File: src/core/timer_cmd_pkg.sv
// constants and types for the timer command byte decoder
package timer_cmd_pkg;

    localparam int         NUM_COUNTERS  = 3;
    localparam logic [7:0] CMD_ADDR      = 8'h43;
    localparam logic [7:0] COUNT_BASE    = 8'h40;

    // command byte field positions
    localparam int TGT_HI   = 7;
    localparam int TGT_LO   = 6;
    localparam int ACC_HI   = 5;
    localparam int ACC_LO   = 4;
    localparam int MODE_HI  = 3;
    localparam int MODE_LO  = 1;
    localparam int BCD_BIT  = 0;
    localparam int RB_NOCNT = 5;
    localparam int RB_NOSTS = 4;
    localparam int RB_SEL0  = 1;

    localparam logic [1:0] TGT_READBACK = 2'h3;

    localparam logic [1:0] ACC_LATCH = 2'h0;
    localparam logic [1:0] ACC_LSB   = 2'h1;
    localparam logic [1:0] ACC_MSB   = 2'h2;
    localparam logic [1:0] ACC_BOTH  = 2'h3;

    localparam logic [3:0] BCD_DIGIT_MAX = 4'h9;

    typedef enum logic [2:0] {
        MODE_TERMINAL,
        MODE_ONESHOT,
        MODE_RATE,
        MODE_SQUARE,
        MODE_SOFT_STROBE,
        MODE_HW_STROBE
    } mode_t;

    localparam logic [1:0] RST_ACCESS = ACC_LSB;
    localparam mode_t      RST_MODE   = MODE_TERMINAL;
    localparam logic       RST_BCD    = 1'b0;

    // bit 3 is a don't-care for patterns x10 and x11
    function automatic mode_t decode_mode(input logic [2:0] bits);
        mode_t m;
        m = MODE_TERMINAL;
        unique case (bits[1:0])
            2'h2: m = MODE_RATE;
            2'h3: m = MODE_SQUARE;
            2'h0: m = bits[2] ? MODE_SOFT_STROBE : MODE_TERMINAL;
            2'h1: m = bits[2] ? MODE_HW_STROBE : MODE_ONESHOT;
        endcase
        return m;
    endfunction

    function automatic logic [2:0] mode_number(input mode_t m);
        logic [2:0] n;
        n = 3'h0;
        unique case (m)
            MODE_TERMINAL:    n = 3'h0;
            MODE_ONESHOT:     n = 3'h1;
            MODE_RATE:        n = 3'h2;
            MODE_SQUARE:      n = 3'h3;
            MODE_SOFT_STROBE: n = 3'h4;
            MODE_HW_STROBE:   n = 3'h5;
        endcase
        return n;
    endfunction

endpackage

File: src/core/slot_if.sv
// carrier between the command decoder and one counter's configuration slot
`timescale 1ns/10ps
`default_nettype none
interface slot_if;
    import timer_cmd_pkg::*;
    logic        cfg_wr;
    logic [7:0]  cfg_byte;
    logic        cnt_wr;
    logic [7:0]  cnt_byte;
    logic [1:0]  access;
    mode_t       mode;
    logic        bcd;
    logic [15:0] load_value;
    logic        load_pulse;
    logic        bad_count;
    logic        msb_next;

    modport decoder (output cfg_wr, cfg_byte, cnt_wr, cnt_byte,
                     input  access, mode, bcd, load_value, load_pulse, bad_count, msb_next);
    modport slot    (input  cfg_wr, cfg_byte, cnt_wr, cnt_byte,
                     output access, mode, bcd, load_value, load_pulse, bad_count, msb_next);
endinterface
`default_nettype wire

File: src/core/counter_cfg_slot.sv
// per-counter configuration store and count byte sequencer
`timescale 1ns/10ps
`default_nettype none
module counter_cfg_slot (
    input  wire logic clock,
    input  wire logic rst,
    slot_if.slot      bus
);
    import timer_cmd_pkg::*;

    typedef struct packed {
        logic [1:0]  access;
        mode_t       mode;
        logic        bcd;
        logic        msb_next;
        logic [7:0]  low_byte;
        logic [15:0] load_value;
        logic        load_pulse;
        logic        bad_count;
    } slot_state_t;

    slot_state_t state_ff;
    slot_state_t nxt_state;
    logic [15:0] candidate;
    logic        have_word;
    logic        digits_ok;

    always_comb begin
        nxt_state            = state_ff;
        nxt_state.load_pulse = 1'b0;
        nxt_state.bad_count  = 1'b0;
        candidate            = 16'h0000;
        have_word            = 1'b0;
        if (bus.cfg_wr) begin
            nxt_state.access   = bus.cfg_byte[ACC_HI:ACC_LO];
            nxt_state.mode     = decode_mode(bus.cfg_byte[MODE_HI:MODE_LO]);
            nxt_state.bcd      = bus.cfg_byte[BCD_BIT];
            nxt_state.msb_next = 1'b0;
        end else if (bus.cnt_wr) begin
            unique case (state_ff.access)
                ACC_MSB: begin
                    candidate = {bus.cnt_byte, 8'h00};
                    have_word = 1'b1;
                end
                ACC_BOTH: begin
                    if (state_ff.msb_next) begin
                        candidate          = {bus.cnt_byte, state_ff.low_byte};
                        have_word          = 1'b1;
                        nxt_state.msb_next = 1'b0;
                    end else begin
                        nxt_state.low_byte = bus.cnt_byte;
                        nxt_state.msb_next = 1'b1;
                    end
                end
                default: begin
                    candidate = {8'h00, bus.cnt_byte};
                    have_word = 1'b1;
                end
            endcase
        end
        // decimal counts hold four digits each at most nine
        digits_ok = !state_ff.bcd ||
                    ((candidate[15:12] <= BCD_DIGIT_MAX) && (candidate[11:8] <= BCD_DIGIT_MAX) &&
                     (candidate[7:4] <= BCD_DIGIT_MAX) && (candidate[3:0] <= BCD_DIGIT_MAX));
        if (have_word) begin
            if (digits_ok) begin
                nxt_state.load_value = candidate;
                nxt_state.load_pulse = 1'b1;
            end else begin
                nxt_state.bad_count = 1'b1;
            end
        end
    end

    always_ff @(posedge clock) begin
        if (rst) begin
            state_ff <= '{access: RST_ACCESS, mode: RST_MODE, bcd: RST_BCD, msb_next: 1'b0,
                          low_byte: 8'h00, load_value: 16'h0000, load_pulse: 1'b0,
                          bad_count: 1'b0};
        end else begin
            state_ff <= nxt_state;
        end
    end

    assign bus.access     = state_ff.access;
    assign bus.mode       = state_ff.mode;
    assign bus.bcd        = state_ff.bcd;
    assign bus.msb_next   = state_ff.msb_next;
    assign bus.load_value = state_ff.load_value;
    assign bus.load_pulse = state_ff.load_pulse;
    assign bus.bad_count  = state_ff.bad_count;

endmodule // counter_cfg_slot
`default_nettype wire

File: src/core/timer_cmd_decode.sv
// decode of the timer command byte and count byte routing for three counters
`timescale 1ns/10ps
`default_nettype none

// Overview of operation
// - Bits 7:6 pick counter 0, 1 or 2, and 11 means a read-back command instead.
// - Bits 5:4 both zero make the write a count latch for the picked counter.
// - Bits 5:4 give byte order: 01 low only, 10 high only, 11 low then high.
// - Bits 3:1 pick the mode: 000 mode 0, 001 one-shot, 100 soft strobe, 101 hard strobe.
// - Bit 3 is ignored for x10 (rate generator, mode 2) and x11 (square wave, mode 3).
// - Bit 0 picks binary countdown at zero and four-digit decimal countdown at one.
// - In decimal mode a count is taken only if it fits four decimal digits.
// - After a command byte a count may be written any time and is handed on for the mode to use.
// - The command byte is one write-only byte at a single I/O location.
// - In a read-back, bit 5 at zero latches the count of each picked counter, at one it does not.
module timer_cmd_decode (
    input  wire logic                                              clock,
    input  wire logic                                              rst,
    input  wire logic                                              io_wr,
    input  wire logic [7:0]                                        io_addr,
    input  wire logic [7:0]                                        io_data,
    output logic      [timer_cmd_pkg::NUM_COUNTERS-1:0][1:0]       cnt_access,
    output logic      [timer_cmd_pkg::NUM_COUNTERS-1:0][2:0]       cnt_mode,
    output logic      [timer_cmd_pkg::NUM_COUNTERS-1:0]            cnt_bcd,
    output logic      [timer_cmd_pkg::NUM_COUNTERS-1:0]            cnt_msb_next,
    output logic      [timer_cmd_pkg::NUM_COUNTERS-1:0][15:0]      cnt_load_value,
    output logic      [timer_cmd_pkg::NUM_COUNTERS-1:0]            cnt_load,
    output logic      [timer_cmd_pkg::NUM_COUNTERS-1:0]            cnt_bad_count,
    output logic      [timer_cmd_pkg::NUM_COUNTERS-1:0]            cnt_reconfig,
    output logic      [timer_cmd_pkg::NUM_COUNTERS-1:0]            latch_count,
    output logic      [timer_cmd_pkg::NUM_COUNTERS-1:0]            latch_status
);
    import timer_cmd_pkg::*;

    typedef struct packed {
        logic [NUM_COUNTERS-1:0] reconfig;
        logic [NUM_COUNTERS-1:0] latch_cnt;
        logic [NUM_COUNTERS-1:0] latch_sts;
    } dec_state_t;

    dec_state_t              state_ff;
    dec_state_t              nxt_state;
    logic                    cmd_wr;
    logic [1:0]              target;
    logic [1:0]              acc_field;
    logic [NUM_COUNTERS-1:0] cfg_sel;
    logic [NUM_COUNTERS-1:0] cnt_sel;

    assign cmd_wr    = io_wr && (io_addr == CMD_ADDR);
    assign target    = io_data[TGT_HI:TGT_LO];
    assign acc_field = io_data[ACC_HI:ACC_LO];

    always_comb begin
        nxt_state = '0;
        cfg_sel   = '0;
        cnt_sel   = '0;
        for (int i = 0; i < NUM_COUNTERS; i++) begin
            cnt_sel[i] = io_wr && (io_addr == (COUNT_BASE + 8'(i)));
        end
        if (cmd_wr) begin
            if (target == TGT_READBACK) begin
                for (int i = 0; i < NUM_COUNTERS; i++) begin
                    if (io_data[RB_SEL0 + i]) begin
                        nxt_state.latch_cnt[i] = !io_data[RB_NOCNT];
                        nxt_state.latch_sts[i] = !io_data[RB_NOSTS];
                    end
                end
            end else if (acc_field == ACC_LATCH) begin
                nxt_state.latch_cnt[target] = 1'b1;
            end else begin
                cfg_sel[target]            = 1'b1;
                nxt_state.reconfig[target] = 1'b1;
            end
        end
    end

    always_ff @(posedge clock) begin
        if (rst) begin
            state_ff <= '0;
        end else begin
            state_ff <= nxt_state;
        end
    end

    assign cnt_reconfig = state_ff.reconfig;
    assign latch_count  = state_ff.latch_cnt;
    assign latch_status = state_ff.latch_sts;

    genvar g;
    generate
        for (g = 0; g < NUM_COUNTERS; g++) begin : gen_slot
            slot_if link ();
            assign link.cfg_wr   = cfg_sel[g];
            assign link.cfg_byte = io_data;
            assign link.cnt_wr   = cnt_sel[g];
            assign link.cnt_byte = io_data;

            counter_cfg_slot u_slot (
                .clock (clock),
                .rst   (rst),
                .bus   (link.slot)
            );

            assign cnt_access[g]     = link.access;
            assign cnt_mode[g]       = mode_number(link.mode);
            assign cnt_bcd[g]        = link.bcd;
            assign cnt_msb_next[g]   = link.msb_next;
            assign cnt_load_value[g] = link.load_value;
            assign cnt_load[g]       = link.load_pulse;
            assign cnt_bad_count[g]  = link.bad_count;
        end
    endgenerate

endmodule // timer_cmd_decode
`default_nettype wire

File: config.mk
export PLATFORM = sky130hd
export DESIGN_NAME = timer_cmd_decode
export DESIGN_NICKNAME = d
export VERILOG_FILES = /design/src/core/timer_cmd_pkg.sv /design/src/core/slot_if.sv /design/src/core/counter_cfg_slot.sv /design/src/core/timer_cmd_decode.sv
export SDC_FILE = /design/constraint.sdc
export NUM_CORES = 1
export LEC_CHECK = 0
export BUFFER_PORTS_ARGS = -buffer_cell sky130_fd_sc_hd__buf_2
export CAP_MARGIN = 5
export CORE_MARGIN = 3
export CORE_UTILIZATION = 56
export CTS_CLUSTER_DIAMETER = 30
export DETAILED_ROUTE_END_ITERATION = 6
export PLACE_DENSITY_LB_ADDON = 0.12
export REMOVE_ABC_BUFFERS = 1
export SLEW_MARGIN = 20
export SYNTH_ARGS = -nofsm -noshare
export SYNTH_HDL_FRONTEND = slang
export SYNTH_HIERARCHICAL = 1
export SYNTH_SLANG_ARGS = --single-unit
File: constraint.sdc
create_clock -name clock -period 4.9 [get_ports clock]
set_clock_uncertainty 0.1 [all_clocks]
set_input_delay 0.49 -clock clock [delete_from_list [all_inputs] [get_ports clock]]
set_output_delay 0.49 -clock clock [all_outputs]
set_load 0.05 [all_outputs]
# Word level (Yosys, flattened, before mapping)
# Cells that the tools add are included.
# word_totals
regBits	108
in_bits	19
word_cells	181
# classes
magnitude_cmp	14
eq_ne	29
n_mux	49
bitwise	14
reduce_logical	46
# ops
op	count
$mux W16	9
$pmux W16 S2	3
$pmux W3 S6	3
$le A4 B4 Y1 const B	12
$eq A8 B7 Y1 const B	4
$mux W1	25
$mux W3	7
$eq A2 B2 Y1 const B	9
$eq A3 B2 Y1 const B	6
$eq A3 B3 Y1 const B	6
$logic_and A1 B1 Y1	14
$not A1 Y1	14
$reduce_or A2 Y1	7
$pmux W3 S4	1
$reduce_and A2 Y1	6
$reduce_and A4 Y1	3
$reduce_or A4 Y1	3
$eq A3 B1 Y1 const B	3
$logic_not A3 Y1	3
$logic_not A1 Y1	5
$logic_not A2 Y1	2
$logic_or A1 B1 Y1	3
$lt A2 B3 Y1 const B	1
$demux W1 S2	1
2 further kinds	2

# Depth between registers and ports, before layout
# logic_depth
ltp_word	14
ltp_mapped	9
ltp_nobuf	9

# By module
# Netlist, hierarchy kept.
# modules_own_cells
mod	n_inst	cells_each	area_each_um2
counter_cfg_slot	3	177	1692.9
timer_cmd_decode	1	73	653.1

# Least setup slack after synthesis
# Ideal clock, no wire load.
# synth_timing
kind	input to register
startpoint	input io_addr[2]
endpoint	register gen_slot[2].u_slot.state_ff (netlist bit gen_slot[2].u_slot/bus.load_value[4])
arrival_ns	2.591
required_time_ns	4.683
setup_slack_ns	2.092
path_stages	8
cell_sequence	and4bb_2 -> nand3b_1 -> nor4b_1 -> a2111oi_4 -> o31ai_2 -> buf_6 -> a21oi_2 -> a22o_1
# synth_via
elab_chain_cells	10
# synth_lines
element	line	text
start, declared	timer_cmd_decode.sv:20	input wire logic [7:0] io_addr,
$eq A8 B7 Y1 (*)	timer_cmd_decode.sv:49	assign cmd_wr = io_wr && (io_addr == CMD_ADDR);
$logic_and A1 B1 Y1 (*)	timer_cmd_decode.sv:49	
$mux W3 (*)	timer_cmd_decode.sv:60	if (cmd_wr) begin
net cfg_sel[2]	timer_cmd_decode.sv:46	logic [NUM_COUNTERS-1:0] cfg_sel;
$mux W16	counter_cfg_slot.sv:34	if (bus.cfg_wr) begin
$le A4 B4 Y1	counter_cfg_slot.sv:63	((candidate[15:12] <= BCD_DIGIT_MAX) && (candidate[11:8] <= BCD_DIGIT_MAX) &&
$logic_and A1 B1 Y1 (2 in a row)	counter_cfg_slot.sv:63	
$logic_and A1 B1 Y1	counter_cfg_slot.sv:64	(candidate[7:4] <= BCD_DIGIT_MAX) && (candidate[3:0] <= BCD_DIGIT_MAX));
$logic_or A1 B1 Y1	counter_cfg_slot.sv:62	digits_ok = !state_ff.bcd ||
$reduce_and A2 Y1 (no source line)	-	
end signal, assigned	counter_cfg_slot.sv:77	state_ff <= '{access: RST_ACCESS, mode: RST_MODE, bcd: RST_BCD, msb_next: 1'b0,
end signal, assigned	counter_cfg_slot.sv:81	state_ff <= nxt_state;
end, declared	counter_cfg_slot.sv:22	slot_state_t state_ff;
# Mark *: on every way through the listed nets, which the timed path passes. The rest lies on a longest branch.
# A chain may end at the register's enable or synchronous reset.

# Final worst setup path
# layout_timing
startpoint	register gen_slot[1].u_slot.state_ff (netlist bit gen_slot[1].u_slot/bus.access[1])
endpoint	register gen_slot[1].u_slot.state_ff (netlist bit gen_slot[1].u_slot/bus.load_value[4])
# layout_via
elab_chain_cells	10
# layout_lines
element	line	text
start, declared	counter_cfg_slot.sv:22	
start signal, assigned	counter_cfg_slot.sv:77	
start signal, assigned	counter_cfg_slot.sv:81	
$eq A2 B2 Y1	counter_cfg_slot.sv:40	unique case (state_ff.access)
$pmux W16 S2	counter_cfg_slot.sv:40	
$mux W16	counter_cfg_slot.sv:39	end else if (bus.cnt_wr) begin
$mux W16	counter_cfg_slot.sv:34	
$le A4 B4 Y1	counter_cfg_slot.sv:63	
$logic_and A1 B1 Y1 (2 in a row)	counter_cfg_slot.sv:63	
$logic_and A1 B1 Y1	counter_cfg_slot.sv:64	
$logic_or A1 B1 Y1	counter_cfg_slot.sv:62	
$reduce_and A2 Y1 (no source line)	-	
# Parallel ways exist; a longest one is shown, timed or not.

==> impl_metrics.ini <==
[worst_setup_path]
crit_top_cell = a21oi_2
crit_type = reg2reg
crit_family = compound AO/OA/AOI/OAI gates
path_cells = and2b_1 -> a31oi_4 -> a21oi_2 -> o31ai_2 -> a21oi_2 -> a22o_1
r2r-end = gen_slot[1].u_slot/bus.load_value[4]
crit_path_start_kind = flop
cp_max_fo = 25
crit_arrival_ns = 3.17
regToRegSetupSlack_ns = 1.90
critPathSlowestCell = dfxtp_1
critPathBufInv = 0
slowest_delay_ns = 0.94
reg2reg_depth = 6
rr_startpoint = gen_slot[1].u_slot/bus.access[1]
required_ns = 5.07
worstSetupEndpointType = flop

[drt]
wl_mm = 12.9
drtPass1Iterations = 5
via_per_inst = 5.81
wl_per_cell_um = 17.2
ant_nets = 0
drc_errors = 0
drt_iter0_drc = 228
num_vias = 4372

[timing]
fin_crit_sh_pct = 61.2
finalSetupTns_ns = 0
drv_slew = 0
setup_viol = 0
hold_viol = 0
rsz0062_at_grt = no
worstMarginPinSlew_ns = 0.920
slew_headroom_pct = 38.6
fmaxAchievable_mhz = 333
fin_crit_ns = 3.00

[clocking]
postCtsSetupRepairBufs = 0
ctsHoldBuffers = 0
root_buffer = clkbuf_8
cts_tree = done
clock_sinks = 108
clk_pin_slew_worst_paths_ns = 0.10
numCtsBuffers = 9
clockBufferDepth = 2
h-tree-depth = 3
clk_latency_ns = 0.37
cts_resized = 0

[yosys]
synth_top_area_cell = dfxtp_1
synth-seq-cells = 108
synth_edf_count = 0
synth.area.top_cells = dfxtp_1, buf_4, mux2i_1, nor2_1, a22o_1
synthDistinctLibCells = 52
synthCells = 604
avgSynthCellArea_sq_um = 9.49
synth_seq_area_share_pct = 37.7
synth_area_sq_um = 5730
ys.flop_type = dfxtp_1
synthArstFlopShare_pct = 0
synth_top_area_share_pct = 37.7
ys_warn_count = 6

[layout]
layout_common_cells = dfxtp_1, buf_2, nor2_1
final_nets = 638
layout_commonest_cell = dfxtp_1
nFillCells = 853
areaGrowthSynthToFinish_pct = 3.06
drive_above_1_share_pct = 28.5
antenna_cells = 0

[worst_hold_path]
hold_path_class = reg2reg
hp-start = gen_slot[2].u_slot/bus.load_value[12]
hold_depth = 2
hold_end = gen_slot[2].u_slot/bus.load_value[12]

[die]
dieWidth_um = 107
die-area_sq_um = 11500
fp.dieH_um = 107
start_util_pct = 58.1
core_sq_um = 9860
io_pins = 103
rows = 36

[global_route]
grt_pass1_wl_mm = 21.0
grt_pass1_vias = 4113
grt-ovfl-total = 0
antenna_found_initial = 1
grt_max_degree = 35
track_usage_pct = 22.9

[power]
vdd_drop_max_mv = 0.167
leakagePower_uw = 0.00222
p_per_area_nw_per_um2 = 256
finalPower_uw = 1510

[flow_run]
maxCapViolCount = 0

[status]
status = finished clean

[placement]
hpwl_mm = 8.76
portBuffers = 102
place.gp.congestion = 0.863
[synthesized netlist by cell type (all sizes together) (11+ instances only)]
library cell and number:
nor2b 17, dfxtp 108, buf 96, clkbuf 14, a21oi 37, and2 15
mux2i 36, a211oi 15, nand3 15, nor2 53, o21ai 27, a22o 21
a31oi 19, nor3 11
[worst register-to-register path: stages, from the launching register on]
cell     delay (ns)
dfxtp_1        0.94
and2b_1        0.30
a31oi_4        0.16
a21oi_2        0.11
o31ai_2        0.74
a21oi_2        0.25
a22o_1         0.29
[worst max path at each step]
stage	cells after the start	slack [ns]	from	to
finish	6	1.90	gen_slot[1].u_slot/bus.access[1]	gen_slot[1].u_slot/bus.load_value[4]
global route	6	1.71	gen_slot[1].u_slot/bus.access[1]	gen_slot[1].u_slot/bus.load_value[4]
CTS	6	1.94	gen_slot[1].u_slot/bus.access[1]	gen_slot[1].u_slot/bus.load_value[4]
detailed placement	9	1.61	io_addr[7]	gen_slot[0].u_slot/bus.load_value[10]
global placement	9	1.67	io_addr[7]	gen_slot[0].u_slot/bus.load_value[14]
floorplan	7	0.92	io_addr[2]	gen_slot[1].u_slot/bus.load_value[4]
[logic make-up (layout without fill, tap and decap cells)]
group / Yosys count / count (layout) / synth area share [%]
buf+inv: 120 / 136 / 14.1
flops: 108 / 108 / 37.7
xor+xnor: 3 / 3 / 0.458
fa+ha+maj: 4 / 4 / 0.873
compound gates: 164 / 164 / 23.4
simple gates: 169 / 169 / 17.1
mux: 36 / 36 / 6.29
[power breakdown]
| group | internal [uW] | switching [uW] | leakage (uW) | total, uW |
|---|---|---|---|---|
| sequential | 877 | 0.320 | 0.000870 | 878 |
| combinational | 29.2 | 67.8 | 0.00125 | 97.0 |
| clock | 237 | 299 | 0.0000962 | 536 |
| total | 1140 | 367 | 0.00222 | 1510 |
[state kept, by name, summed over array words and instances (netlist names)]
signal                          flops
gen_slot.u_slot/bus.load_value     48
gen_slot.u_slot/state_ff           24
gen_slot.u_slot/bus.mode            9
gen_slot.u_slot/bus.access          6
cnt_reconfig                        3
gen_slot.u_slot/bus.bad_count       3
gen_slot.u_slot/bus.bcd             3
gen_slot.u_slot/bus.load_pulse      3
gen_slot.u_slot/bus.msb_next        3
latch_count                         3
latch_status                        3
[layout make-up]
class / instances / area [sq um] / area share [%]
tap: 133 / 166 / 2.82
clock inverter: 6 / 65.1 / 1.10
inverter: 10 / 37.5 / 0.635
clock buffer: 10 / 128 / 2.16
timing repair buffer: 110 / 571 / 9.66
multi-input combinational: 376 / 2780 / 47.0
sequential: 108 / 2160 / 36.6
[layer usage]
layer	share of wire, %	up-vias	global-route usage (%)	routed length (um)
met4	2.3	2	8.86	291
li1	-	2127	-	-
met5	0.10	-	0	13
met1	47	2091	30.5	6010
met2	46	128	37.2	5960
met3	4.9	24	3.67	637
[through the flow]
| stage | utilization, % | setup slack (ns) | instance area, sq um | hold WS, ns | instances |
|---|---|---|---|---|---|
| after floorplan | - | 0.918 | 4960 | 0.353 | 494 |
| after detailed placement | 57.9 | 1.61 | 5710 | 0.351 | 737 |
| after CTS | 59.9 | 1.94 | 5910 | 0.381 | 753 |
| after global placement | 57.9 | 1.67 | 5710 | 0.356 | 737 |
| after global routing | 59.9 | 1.71 | 5910 | 0.400 | 753 |
| final | 59.9 | 1.90 | 5910 | 0.382 | 753 |
Power figures use the tool's default switching activity.
